File: config.mk
export PLATFORM = sky130hd
export DESIGN_NAME = dctm_regs
export DESIGN_NICKNAME = d
export VERILOG_FILES = /design/src/rtl/dctm_pkg.sv /design/src/rtl/dctm_term_decode.sv /design/src/rtl/dctm_line_monitor.sv /design/src/rtl/dctm_regs.sv
export SDC_FILE = /design/constraint.sdc
export NUM_CORES = 1
export LEC_CHECK = 0
export ABC_CLOCK_PERIOD_IN_PS = 1780
export BUFFER_PORTS_ARGS = -buffer_cell sky130_fd_sc_hd__buf_2
export CAP_MARGIN = 20
export CELL_PAD_IN_SITES_DETAIL_PLACEMENT = 2
export CELL_PAD_IN_SITES_GLOBAL_PLACEMENT = 2
export CORE_UTILIZATION = 29
export CTS_CLUSTER_SIZE = 12
export DETAILED_ROUTE_END_ITERATION = 12
export PLACE_DENSITY_LB_ADDON = 0.1
export SYNTH_ARGS = -nofsm -noshare
export SYNTH_HDL_FRONTEND = slang
export SYNTH_SLANG_ARGS = --single-unit
File: constraint.sdc
create_clock -name i_ref_clk -period 1.78 [get_ports i_ref_clk]
set_input_delay 0.267 -clock i_ref_clk [delete_from_list [all_inputs] [get_ports i_ref_clk]]
set_output_delay 0.267 -clock i_ref_clk [all_outputs]
set_load 0.005 [all_outputs]
File: src/rtl/dctm_pkg.sv
package dctm_pkg;
  localparam int ADDR_W = 8;
  localparam int DATA_W = 8;
  // Register offsets
  localparam logic [7:0] OFS_DC_TERM_CTRL = 8'h1A;
  localparam logic [7:0] OFS_RSVD_A = 8'h1B;
  localparam logic [7:0] OFS_LOOP_CUR = 8'h1C;
  localparam logic [7:0] OFS_LINE_VOLT = 8'h1D;
  localparam logic [7:0] OFS_RSVD_B = 8'h1E;
  // Field positions of termination control
  localparam int TRIM_LSB = 6;
  localparam int MINI_LSB = 4;
  localparam int CURRENT_LIMIT_ENABLE_BIT = 1;
  localparam int DCR_BIT = 0;
  localparam logic [7:0] CTRL_WMASK = 8'hF3;
  // Reset values
  localparam logic [7:0] CTRL_RST = 8'h00;
  localparam logic [7:0] STAT_RST = 8'h00;
  localparam logic [7:0] ZERO8 = 8'h00;
  // Fixed settings for variants without adjustment
  localparam logic [1:0] TRIM_FIXED = 2'h2;
  localparam logic [1:0] MINI_FIXED = 2'h0;
  // Pin voltage in mV for each trim code, min loop current in mA
  localparam logic [11:0] TRIM_MV0 = 12'hC1C;
  localparam logic [11:0] TRIM_MV1 = 12'hC80;
  localparam logic [11:0] TRIM_MV2 = 12'hD16;
  localparam logic [11:0] TRIM_MV3 = 12'hDAC;
  localparam logic [4:0] MINI_MA0 = 5'h0A;
  localparam logic [4:0] MINI_MA1 = 5'h0C;
  localparam logic [4:0] MINI_MA2 = 5'h0E;
  localparam logic [4:0] MINI_MA3 = 5'h10;
  localparam logic [6:0] CURRENT_LIMIT_ENABLE_MA = 7'h3C;
  localparam logic [9:0] IMP_LOW_OHM = 10'h032;
  localparam logic [9:0] IMP_HIGH_OHM = 10'h320;
  localparam int CUR_STEP_UA = 1100;
  localparam int VOLT_STEP_MV = 1000;
  typedef enum logic [1:0] {DCTM_NONE, DCTM_CTRL, DCTM_STAT, DCTM_ZERO} dctm_sel_t;
endpackage

File: src/rtl/dctm_term_decode.sv
`timescale 1ns/1ps
// ============================================================
// Termination setting decoder
module dctm_term_decode #(
  parameter bit ADJUSTABLE = 1'b1,
  parameter bit HAS_CURRENT_LIMIT_ENABLE = 1'b1
) (
  input wire logic [7:0] i_ctrl,
  output logic [1:0] o_tip_ring_voltage_trim,
  output logic [11:0] o_dc_termination_pin_mv,
  output logic [1:0] o_min_loop_current_sel,
  output logic [4:0] o_min_loop_current_ma,
  output logic o_current_limit_enable,
  output logic [6:0] o_current_limit_ma,
  output logic o_dc_impedance_select,
  output logic [9:0] o_dc_impedance_ohm
);
  wire [1:0] trim_raw = i_ctrl[dctm_pkg::TRIM_LSB +: 2];
  wire [1:0] mini_raw = i_ctrl[dctm_pkg::MINI_LSB +: 2];
  // Fixed variants ignore the fields
  assign o_tip_ring_voltage_trim = ADJUSTABLE ? trim_raw : dctm_pkg::TRIM_FIXED;
  assign o_min_loop_current_sel = ADJUSTABLE ? mini_raw : dctm_pkg::MINI_FIXED;
  assign o_dc_termination_pin_mv = (o_tip_ring_voltage_trim == 2'h0) ? dctm_pkg::TRIM_MV0 :
                                   (o_tip_ring_voltage_trim == 2'h1) ? dctm_pkg::TRIM_MV1 :
                                   (o_tip_ring_voltage_trim == 2'h2) ? dctm_pkg::TRIM_MV2 :
                                   dctm_pkg::TRIM_MV3;
  assign o_min_loop_current_ma = (o_min_loop_current_sel == 2'h0) ? dctm_pkg::MINI_MA0 :
                                 (o_min_loop_current_sel == 2'h1) ? dctm_pkg::MINI_MA1 :
                                 (o_min_loop_current_sel == 2'h2) ? dctm_pkg::MINI_MA2 :
                                 dctm_pkg::MINI_MA3;
  // Current cap only where the feature exists
  assign o_current_limit_enable = HAS_CURRENT_LIMIT_ENABLE & i_ctrl[dctm_pkg::CURRENT_LIMIT_ENABLE_BIT];
  assign o_current_limit_ma = o_current_limit_enable ? dctm_pkg::CURRENT_LIMIT_ENABLE_MA : 7'h00;
  assign o_dc_impedance_select = i_ctrl[dctm_pkg::DCR_BIT];
  assign o_dc_impedance_ohm = o_dc_impedance_select ? dctm_pkg::IMP_HIGH_OHM : dctm_pkg::IMP_LOW_OHM;
endmodule

File: src/rtl/dctm_line_monitor.sv
`timescale 1ns/1ps
// ============================================================
// Measurement capture for loop current and line voltage
module dctm_line_monitor (
  input wire logic i_clk,
  input wire logic i_rst_n,
  input wire logic i_meas_valid,
  input wire logic [7:0] i_loop_current,
  input wire logic [7:0] i_line_voltage,
  output logic [7:0] o_loop_current_value,
  output logic [7:0] o_line_voltage_value,
  output logic o_polarity_reversal,
  output logic o_loop_current_low,
  output logic o_line_absent
);
  logic [7:0] cur_q;
  logic [7:0] volt_q;
  logic rev_q;
  // Samples taken whatever the hook state; bus writes never reach here
  always_ff @(posedge i_clk or negedge i_rst_n) begin
    if (!i_rst_n) begin
      cur_q <= dctm_pkg::STAT_RST;
      volt_q <= dctm_pkg::STAT_RST;
      rev_q <= 1'b0;
    end else begin
      rev_q <= 1'b0;
      if (i_meas_valid) begin
        cur_q <= i_loop_current;
        volt_q <= i_line_voltage;
        rev_q <= (i_line_voltage[7] != volt_q[7]);
      end
    end
  end
  assign o_loop_current_value = cur_q;
  assign o_line_voltage_value = volt_q;
  assign o_polarity_reversal = rev_q;
  assign o_loop_current_low = (cur_q == dctm_pkg::ZERO8);
  assign o_line_absent = (volt_q == dctm_pkg::ZERO8);
endmodule

File: src/rtl/dctm_regs.sv
`timescale 1ns/1ps
// ============================================================
// Termination control and line monitor register slice
module dctm_regs #(
  parameter bit ADJUSTABLE = 1'b1,
  parameter bit HAS_CURRENT_LIMIT_ENABLE = 1'b1
) (
  input wire logic i_ref_clk,
  input wire logic i_rst_n,
  input wire logic [7:0] i_addr,
  input wire logic [7:0] i_wdata,
  input wire logic i_wr,
  input wire logic i_rd,
  output logic [7:0] o_rdata,
  input wire logic i_meas_valid,
  input wire logic [7:0] i_loop_current,
  input wire logic [7:0] i_line_voltage,
  output logic [1:0] o_tip_ring_voltage_trim,
  output logic [11:0] o_dc_termination_pin_mv,
  output logic [1:0] o_min_loop_current_sel,
  output logic [4:0] o_min_loop_current_ma,
  output logic o_current_limit_enable,
  output logic [6:0] o_current_limit_ma,
  output logic o_dc_impedance_select,
  output logic [9:0] o_dc_impedance_ohm,
  output logic o_polarity_reversal,
  output logic o_loop_current_low,
  output logic o_line_absent
);
  // ============================================================
  // Reset synchroniser
  logic rst_s1_q;
  logic rst_s2_q;
  always_ff @(posedge i_ref_clk or negedge i_rst_n) begin
    if (!i_rst_n) begin
      rst_s1_q <= 1'b0;
      rst_s2_q <= 1'b0;
    end else begin
      rst_s1_q <= 1'b1;
      rst_s2_q <= rst_s1_q;
    end
  end
  wire rst_n = rst_s2_q;

  // ============================================================
  // Address decode
  wire hit_ctrl = (i_addr == dctm_pkg::OFS_DC_TERM_CTRL);
  wire hit_cur = (i_addr == dctm_pkg::OFS_LOOP_CUR);
  wire hit_volt = (i_addr == dctm_pkg::OFS_LINE_VOLT);
  wire [7:0] loop_cur;
  wire [7:0] line_volt;

  // Only the control register accepts writes; reserved bits 3:2 are not stored
  logic [7:0] ctrl_q;
  wire [7:0] ctrl_d = (i_wr && hit_ctrl) ? (i_wdata & dctm_pkg::CTRL_WMASK) : ctrl_q;
  always_ff @(posedge i_ref_clk or negedge rst_n) begin
    if (!rst_n) begin
      ctrl_q <= dctm_pkg::CTRL_RST;
    end else begin
      ctrl_q <= ctrl_d;
    end
  end

  // Read mux; reserved and unmapped locations return zero
  wire [7:0] rd_mux = hit_ctrl ? ctrl_q :
                      hit_cur ? loop_cur :
                      hit_volt ? line_volt : dctm_pkg::ZERO8;
  logic [7:0] rdata_q;
  always_ff @(posedge i_ref_clk or negedge rst_n) begin
    if (!rst_n) begin
      rdata_q <= dctm_pkg::ZERO8;
    end else begin
      rdata_q <= i_rd ? rd_mux : dctm_pkg::ZERO8;
    end
  end
  assign o_rdata = rdata_q;

  // ============================================================
  // Submodules
  dctm_term_decode #(.ADJUSTABLE(ADJUSTABLE), .HAS_CURRENT_LIMIT_ENABLE(HAS_CURRENT_LIMIT_ENABLE)) u_dec (
    .i_ctrl(ctrl_q),
    .o_tip_ring_voltage_trim(o_tip_ring_voltage_trim),
    .o_dc_termination_pin_mv(o_dc_termination_pin_mv),
    .o_min_loop_current_sel(o_min_loop_current_sel),
    .o_min_loop_current_ma(o_min_loop_current_ma),
    .o_current_limit_enable(o_current_limit_enable),
    .o_current_limit_ma(o_current_limit_ma),
    .o_dc_impedance_select(o_dc_impedance_select),
    .o_dc_impedance_ohm(o_dc_impedance_ohm)
  );
  dctm_line_monitor u_mon (
    .i_clk(i_ref_clk),
    .i_rst_n(rst_n),
    .i_meas_valid(i_meas_valid),
    .i_loop_current(i_loop_current),
    .i_line_voltage(i_line_voltage),
    .o_loop_current_value(loop_cur),
    .o_line_voltage_value(line_volt),
    .o_polarity_reversal(o_polarity_reversal),
    .o_loop_current_low(o_loop_current_low),
    .o_line_absent(o_line_absent)
  );
endmodule

==> reports/metrics.csv, run 1 <==
stage,metric,value,unit
outcome,status,"finished, final reports clean",
yosys,synth_xor_area_frac,0.00491,
cells_and_area,nets,271,
yosys,syn_area_per_cell,11.5,µm²
sta,rsz0062_at_grt,no,
global_route,grt_max_degree,32,
power_and_ir_drop,p_sw_frac,0.252,
setup_path,worstReg2RegEnd,o_rdata[6],
setup_path,worstPathRequired,1.51,ns
die,die_w,80.5,µm
setup_path,reg2reg_slack,0.75,ns
cts,cts_tree,built,
sta,hold_viol,0,
min_path,min_to,u_mon.o_line_voltage_value[5],
yosys,synth_edf_count,0,
power_and_ir_drop,power_frac_seq,0.491,
cts,cts_max_level,2,
cells_and_area,antenna_cells,0,
sta,setup_tns,0,ns
power_and_ir_drop,p_comb_frac,0.144,
die,ioPinCount,88,
yosys,synth-seq-cells,33,
sta,setup_slack,0.0627,ns
power_and_ir_drop,clock_power_share,0.365,
global_route,grt_pass1_vias,1419,
sta,fin_skew,0.00678,ns
cells_and_area,drive_gt1_frac,0.509,
cts,cts_buffer_depth,2,
die,dieArea,6470,µm²
power_and_ir_drop,p_per_area,761,nW/µm²
cts,root_buffer,clkbuf_8,
sta,fmax,582,MHz
place,gp_congestion,0.660,
cells_and_area,fill_cells,662,
yosys,synth_compound_area_frac,0.0463,
setup_path,critical_path_class,register to primary output,
setup_path,setup.worst_path.start,u_mon.o_loop_current_value[2],
power_and_ir_drop,p_leak,1.13,nW
power_and_ir_drop,ir_drop,0.000374,V
yosys,synth_fa_ha_area_frac,0.0631,
min_path,hold_path_class,input pin to register,
die,core-area,5920,µm²
power_and_ir_drop,intPower,1.28,mW
cts,cts_made_buffers,5,
detailed_routing,wl,4430,µm
detailed_routing,dr_total_vias,1345,
setup_path,cp_max_fo,3,
global_route,grt-ovfl-total,0,
yosys,ys.flop_type,dfrtp_1,
die,die_h,80.5,µm
job,maxCapViolations,0,
global_route,antenna_found_initial,0,
global_route,grt_pass1_wl,6930,µm
cts,clkTransAtPathRegs,0.07,ns
setup_path,start_kind,register,
sta,setup_viol,0,
min_path,hold_depth,2,
sta,final-max-slew-violation-count,0,
yosys,ys_warn_count,0,
place,dp_hpwl,3520,µm
yosys,postSynth.asyncResetShare,1.00,
global_route,grt_use_total,0.148,
yosys,synth_cells,155,
die,initial_core_util,0.302,
setup_path,crit_path_end_kind,primary output,
yosys,synth_cell_types,26,
yosys,synthMuxAreaShare,0.150,
detailed_routing,drtPass1Iterations,4,
cts,insertion_delay,0.29,ns
power_and_ir_drop,power.switching,0.431,mW
setup_path,rr_worst_depth,4,
place,pre_cts_ws,0.339,ns
detailed_routing,viasPerCell,4.47,
cts,cts_sinks,33,
yosys,seq_area_frac_synth,0.463,
yosys,synthSimpleGateAreaFrac,0.144,
setup_path,r2r-start,u_mon.o_loop_current_value[6],
setup_path,crit_arrival,1.45,ns
min_path,hp-start,i_line_voltage[5],
sta,period_share,0.965,
detailed_routing,drtIter0Drc,40,
detailed_routing,wl_per_cell,14.7,µm
cells_and_area,area_growth,25.9,%
sta,fin_crit,1.72,ns
detailed_routing,drc,0,
yosys,synth_top_family_by_area,multiplexers,
detailed_routing,drtAntennaViolNets,0,
yosys,mappedNetlistArea,1790,µm²
die,fp-row-count,28,
place,io_buffers,70,
## placed cells by master, fill, tap and decap left out, types with 7 or more instances in the layout
| master | instances |
|---|---|
| buf_2 | 70 |
| clkbuf_8 | 7 |
| conb_1 | 16 |
| dfrtp_1 | 30 |
| ha_1 | 9 |
| inv_1 | 8 |
| mux2_2 | 22 |
| nand3b_1 | 11 |
## flip-flops by register name, indices dropped and copies added, names as in the netlist
signal	cells
u_mon.o_loop_current_value	8
rst_n	1
ctrl_q	6
u_mon.o_line_voltage_value	8
u_mon.o_polarity_reversal	1
o_rdata	8
rst_s1_q	1
## power groups by stage
stage	logic, mW	clock network [mW]	registers, mW
after floorplan	0.156	0	0.851
after global placement	0.216	0	0.856
after detailed placement	0.230	0	0.861
after CTS	0.232	0.651	0.846
after global routing	0.277	0.675	0.848
final	0.246	0.624	0.841
## worst max-delay path, cell delays in order (launching register included)
cell     delay [ns]
dfrtp_1        0.40
or4_1          0.54
nor2_1         0.11
buf_2          0.11
## cell type report
cell class / instances / area, µm² / share of cell area
well taps: 75 / 93.8 / 0.0417
clock buffers: 7 / 96.3 / 0.0428
clock inverters: 1 / 5.00 / 0.00223
inverters: 8 / 30.0 / 0.0134
repair buffers: 77 / 405 / 0.180
multi-input cells: 100 / 788 / 0.351
flip-flops and latches: 33 / 830 / 0.369
## synthesized netlist by cell type, types with 3 or more instances
| library cell | count | share of area |
|---|---|---|
| a21o_1 | 6 | 0.025 |
| a21oi_1 | 5 | 0.014 |
| buf_4 | 23 | 0.097 |
| clkbuf_1 | 3 | 0.0063 |
| dfrtp_1 | 33 | 0.46 |
| ha_1 | 9 | 0.063 |
| inv_1 | 8 | 0.017 |
| mux2_2 | 22 | 0.14 |
| nand2_1 | 6 | 0.013 |
| nand3b_1 | 11 | 0.046 |
| nor2_1 | 4 | 0.0084 |
| nor3_1 | 3 | 0.0084 |
| or4_1 | 4 | 0.017 |
## kinds of logic after synthesis
| family | after synthesis |
|---|---|
| flops | 33 |
| other cells | 2 |
| mux | 24 |
| xor+xnor | 1 |
| compound gates | 12 |
| buf+inv | 36 |
| fa+ha+maj | 9 |
| simple gates | 38 |
## layer usage
| layer | vias up | global-route usage | wire length, µm |
|---|---|---|---|
| li1 | 624 | - | - |
| met1 | 655 | 0.169 | 1730 |
| met2 | 58 | 0.261 | 2320 |
| met3 | 8 | 0.0352 | 304 |
| met4 | 0 | 0.0643 | 80 |
| met5 | - | 0 | 0 |
## timing repair
item / in CTS / in global routing
hold buffers: 1 / 0
gates resized for setup: 0 / 3
endpoints found under the setup margin: 0 / 4
hold endpoints to repair: 2 / 0
setup buffers: 0 / 5
## worst max path at each step
stage                                      end  slack, ns  cells after the start
finish                      o_loop_current_low       0.06                      3
global route                     o_line_absent      0.002                      3
CTS                 o_dc_termination_pin_mv[4]       0.01                      4
detailed placement  o_dc_termination_pin_mv[4]       0.34                      4
global placement                 o_line_absent       0.36                      3
floorplan           o_dc_termination_pin_mv[4]       0.50                      3
## through the flow
| stage | util | hold slack, ns | std cells | instance area (µm²) | total power, mW |
|---|---|---|---|---|---|
| after floorplan | - | -0.0286 | 169 | 1840 | 1.01 |
| after global placement | 0.354 | 0.0518 | 287 | 2100 | 1.07 |
| after detailed placement | 0.354 | 0.0554 | 287 | 2100 | 1.09 |
| after CTS | 0.373 | 0.197 | 296 | 2210 | 1.73 |
| after global routing | 0.380 | 0.205 | 301 | 2250 | 1.80 |
| final | 0.380 | 0.202 | 301 | 2250 | 1.71 |
(Power assumes the default switching activity.)
==> inputs of run 2 (changes only) <==
--- a/config.mk
+++ b/config.mk
@@ -10,6 +10,7 @@
 export CAP_MARGIN = 20
 export CELL_PAD_IN_SITES_DETAIL_PLACEMENT = 2
 export CELL_PAD_IN_SITES_GLOBAL_PLACEMENT = 2
+export CORE_ASPECT_RATIO = 1.25
 export CORE_UTILIZATION = 29
 export CTS_CLUSTER_SIZE = 12
 export DETAILED_ROUTE_END_ITERATION = 12
==> reports/metrics.csv, run 2 (synthesis gave the netlist of run 1 again) <==
stage,metric,value,unit
cts,cts_max_level,2,
setup_path,critical_path_class,register to primary output,
outcome,status,"finished, final reports clean",
cells_and_area,area_growth,25.7,%
sta,hold_viol,0,
sta,fin_crit,1.71,ns
job,maxCapViolations,0,
cells_and_area,final_cell_mix,"buf_2 (70), dfrtp_1 (30), mux2_2 (22), conb_1 (16), nand3b_1 (11)",
detailed_routing,dr_total_vias,1318,
cells_and_area,fill_cells,671,
sta,setup_viol,0,
place,dp_hpwl,3500,µm
sta,fmax,585,MHz
cells_and_area,drive_gt1_frac,0.507,
global_route,grt_pass1_wl,6970,µm
detailed_routing,drc,0,
setup_path,worstReg2RegEnd,o_rdata[6],
setup_path,worstPathRequired,1.51,ns
setup_path,reg2reg_slack,0.82,ns
setup_path,cp_max_fo,3,
cells_and_area,antenna_cells,0,
setup_path,start_kind,register,
global_route,grt.busiest_layer,met2,
detailed_routing,wl_per_cell,14.3,µm
setup_path,crit_path_end_kind,primary output,
global_route,grt-ovfl-total,0,
setup_path,r2r-start,ctrl_q[6],
die,dieArea,6480,µm²
die,fp-row-count,31,
die,core-area,5860,µm²
place,io_buffers,70,
cts,cts_made_buffers,5,
global_route,grt_max_degree,32,
cells_and_area,seqCellArea,830,µm²
setup_path,setup.worst_path.start,u_mon.o_loop_current_value[6],
die,die_h,89.7,µm
sta,setup_slack,0.0714,ns
cells_and_area,multiInputGateArea,791,µm²
power_and_ir_drop,ir_drop,0.000465,V
cells_and_area,final_common_cell,buf_2,
detailed_routing,wl,4380,µm
die,ioPinCount,88,
sta,fin_skew,0.00708,ns
cts,cts_tree,built,
sta,period_share,0.960,
place,gp_congestion,0.724,
global_route,use_met1,0.162,
cts,clkTransAtPathRegs,0.07,ns
place,dp_cells,295,
detailed_routing,drtPass1Iterations,4,
global_route,grt_pass1_vias,1396,
sta,final-max-slew-violation-count,0,
setup_path,rr_worst_depth,3,
global_route,antenna_found_initial,0,
detailed_routing,drtAntennaViolNets,0,
power_and_ir_drop,p_per_area,731,nW/µm²
global_route,use_met3,0.0280,
sta,rsz0062_at_grt,no,
setup_path,setup.worst_path.end,o_loop_current_low,
min_path,hold_path_class,input pin to register,
die,initial_core_util,0.305,
cts,cts_buffer_depth,2,
sta,setup_tns,0,ns
setup_path,crit_arrival,1.44,ns
detailed_routing,drtIter0Drc,35,
global_route,grt_use_total,0.141,
place,pre_cts_ws,0.296,ns
global_route,use_met2,0.252,
cells_and_area,stdcell_count,307,
power_and_ir_drop,p_leak,1.12,nW
cts,insertion_delay,0.28,ns
die,die_w,72.2,µm
cts,root_buffer,clkbuf_8,
cts,cts_sinks,33,
sta,whs,0.211,ns
detailed_routing,viasPerCell,4.29,
cells_and_area,nets,271,
-- run 2: cell count changes in the layout (fill, tap and decap cells not counted) --
cell	delta
clkbuf_8	-1
nor2_2	+1
clkbuf_1	+1
clkinv_2	-1
nor2_1	-1
-- run 2: final cells by class --
class,instances,area share
Sequential cell,33,0.370
Multi-Input combinational cell,100,0.352
Timing Repair Buffer,77,0.181
Clock buffer,7,0.0385
Tap cell,82,0.0457
Inverter,8,0.0134
-- run 2: worst min path at each step --
stage | cells after the start | end | start
2_1_floorplan | 0 | rst_n | i_rst_n
3_3_place_gp | 1 | rst_s1_q | i_rst_n
3_5_place_dp | 1 | rst_s1_q | i_rst_n
4_1_cts | 2 | u_mon.o_line_voltage_value[4] | i_line_voltage[4]
5_1_grt | 2 | ctrl_q[6] | i_wdata[6]
6_report | 2 | ctrl_q[6] | i_wdata[6]
-- run 2: critical path, stage by stage, from the launching register on --
cell and delay [ns]:
dfrtp_1 0.39, or4_1 0.54, nor2_2 0.11, buf_2 0.12
-- run 2: report_power, final --
group          switching [mW]  internal (mW)  leakage (nW)
sequential             0.0405          0.799         0.413
combinational           0.112          0.131         0.667
clock                   0.253          0.306        0.0443
total                   0.405           1.24          1.12
-- run 2: repair_timing --
| item | in CTS | in global routing |
|---|---|---|
| setup buffers | 0 | 4 |
| resized for setup | 2 | 2 |
| endpoints found under the hold margin | 2 | 0 |
| setup endpoints to repair | 1 | 4 |
| pin swaps | 0 | 0 |
| hold buffers | 1 | 0 |
-- run 2: metal layers --
metal  part of all wire  up-vias
li1                   -      622
met5                  0        -
met4              0.017        0
met2               0.55       50
met3              0.047        5
met1               0.39      641
-- run 2: stage by stage --
step	cell area [µm²]	total power [mW]	utilization
after global placement	2110	1.07	0.361
after floorplan	1840	1.01	-
final	2240	1.64	0.383
after detailed placement	2110	1.09	0.361
after CTS	2210	1.67	0.377
after global routing	2240	1.74	0.383
==> inputs of run 3 (changes only) <==
--- a/config.mk
+++ b/config.mk
@@ -11,10 +11,12 @@
 export CELL_PAD_IN_SITES_DETAIL_PLACEMENT = 2
 export CELL_PAD_IN_SITES_GLOBAL_PLACEMENT = 2
 export CORE_ASPECT_RATIO = 1.25
-export CORE_UTILIZATION = 29
+export CORE_UTILIZATION = 30
 export CTS_CLUSTER_SIZE = 12
 export DETAILED_ROUTE_END_ITERATION = 12
 export PLACE_DENSITY_LB_ADDON = 0.1
 export SYNTH_ARGS = -nofsm -noshare
 export SYNTH_HDL_FRONTEND = slang
+export SYNTH_HIERARCHICAL = 1
 export SYNTH_SLANG_ARGS = --single-unit
+export TNS_END_PERCENT = 5
==> reports/metrics.csv, run 3 <==
stage,metric,value,unit
global_route,grt_use_total,0.141,
sta,whs,0.211,ns
sta,setup_slack,0.0456,ns
sta,final-max-slew-violation-count,0,
global_route,grt_pass1_vias,1428,
job,maxCapViolations,0,
sta,fin_skew,0.00205,ns
power_and_ir_drop,p_comb_frac,0.145,
cells_and_area,final_common_cell,buf_2,
cts,cts_made_buffers,5,
global_route,grt_max_degree,32,
cts,cts_tree,built,
cells_and_area,nets,271,
detailed_routing,drtIter0Drc,13,
global_route,grt-ovfl-total,0,
power_and_ir_drop,p_sw_frac,0.265,
cts,cts_buffer_depth,2,
place,gp_congestion,0.729,
detailed_routing,wl_per_cell,14.2,µm
global_route,grt_pass1_wl,6980,µm
cells_and_area,drive_gt1_frac,0.473,
global_route,antenna_found_initial,0,
place,io_buffers,70,
cts,cts_max_level,2,
cts,clkTransAtPathRegs,0.07,ns
setup_path,cp_max_fo,3,
yosys,ys_warn_count,6,
min_path,hold_path_class,input pin to register,
die,core-area,5900,µm²
setup_path,start_kind,register,
cells_and_area,area_growth,20.6,%
power_and_ir_drop,power.total,1.63,mW
cells_and_area,final_cell_mix,"buf_2 (70), dfrtp_1 (33), conb_1 (16), mux2_2 (16), nand3b_1 (11)",
power_and_ir_drop,intPower,1.20,mW
die,die_w,72.4,µm
sta,period_share,0.974,
sta,hold_viol,0,
setup_path,critical_path_class,register to primary output,
cts,cts_resized,0,
die,initial_core_util,0.315,
power_and_ir_drop,power.switching,0.432,mW
setup_path,crit_path_end_kind,primary output,
setup_path,worstPathRequired,1.51,ns
detailed_routing,wl,4380,µm
detailed_routing,dr_total_vias,1326,
power_and_ir_drop,ir_drop,0.000349,V
place,dp_hpwl,3520,µm
sta,fin_crit,1.73,ns
die,fp-row-count,31,
detailed_routing,drtAntennaViolNets,0,
power_and_ir_drop,p_leak,1.13,nW
cells_and_area,seqCellArea,826,µm²
cells_and_area,multiInputGateArea,791,µm²
die,die_h,90.0,µm
outcome,status,"finished, final reports clean",
sta,setup_viol,0,
place,pre_cts_ws,0.228,ns
yosys,synth_cells,163,
die,ioPinCount,88,
cts,cts_sinks,33,
sta,fmax,577,MHz
sta,setup_tns,0,ns
detailed_routing,drc,0,
power_and_ir_drop,clock_power_share,0.339,
yosys,syn_area_per_cell,11.4,µm²
detailed_routing,drtPass1Iterations,4,
setup_path,crit_arrival,1.47,ns
power_and_ir_drop,p_per_area,727,nW/µm²
detailed_routing,viasPerCell,4.31,
cells_and_area,antenna_cells,0,
power_and_ir_drop,power_frac_seq,0.516,
cells_and_area,fill_cells,660,
yosys,mappedNetlistArea,1860,µm²
cts,root_buffer,clkbuf_8,
die,dieArea,6510,µm²
cts,insertion_delay,0.28,ns
## run 3: worst paths after layout
check	from	to	slack, ns	depth (start not counted)
max in group asynchronous	rst_n	u_mon/o_line_voltage_value[4]	1.21	1
min in group asynchronous	rst_n	u_mon/o_loop_current_value[3]	0.27	1
worst max register to register	ctrl_q[7]	o_rdata[7]	0.78	3
worst max-delay path	u_mon/o_loop_current_value[1]	o_loop_current_low	0.05	3
worst min-delay path	i_loop_current[2]	u_mon/o_loop_current_value[2]	0.21	2
worst min register to register	rst_n	u_mon/o_loop_current_value[3]	0.27	1
## run 3: worst max-delay path, stage by stage (launching register included)
cell	delay, ns
dfrtp_1	0.40
or4_1	0.53
nor2_1	0.12
buf_2	0.13
## run 3: power by group through the flow
stage / Clock (mW) / Combinational (mW) / Sequential [mW]
4_1_cts: 0.583 / 0.234 / 0.844
6_report: 0.552 / 0.236 / 0.841
2_1_floorplan: 0 / 0.170 / 0.850
3_5_place_dp: 0 / 0.231 / 0.858
3_3_place_gp: 0 / 0.220 / 0.853
5_1_grt: 0.602 / 0.264 / 0.850
## run 3: area by class of cell
class,instances,area share
multi-input combinational,100,0.353
sequential,33,0.369
clock buffer,5,0.0307
inverter,8,0.0134
timing repair buffer,77,0.181
clock inverter,3,0.00782
tap,82,0.0458
## run 3: per-layer routing
layer | part of all wire | vias up | GRT usage
met2 | 0.55 | 51 | 0.256
met3 | 0.062 | 5 | 0.0336
li1 | - | 623 | -
met1 | 0.37 | 647 | 0.154
met5 | 0 | - | 0
met4 | 0.014 | 0 | 0.0539
## run 3: per-stage QoR
step	cell area, µm²	cells	utilization
after floorplan	1910	176	-
after global placement	2130	297	0.361
after CTS	2230	306	0.378
after detailed placement	2130	297	0.361
final	2240	308	0.380
after global routing	2240	308	0.380
## run 3: timing repair
action	CTS	global route
hold buffers	1	0
setup buffers	0	2
endpoints found under the hold margin	2	0
setup endpoints to repair	0	1
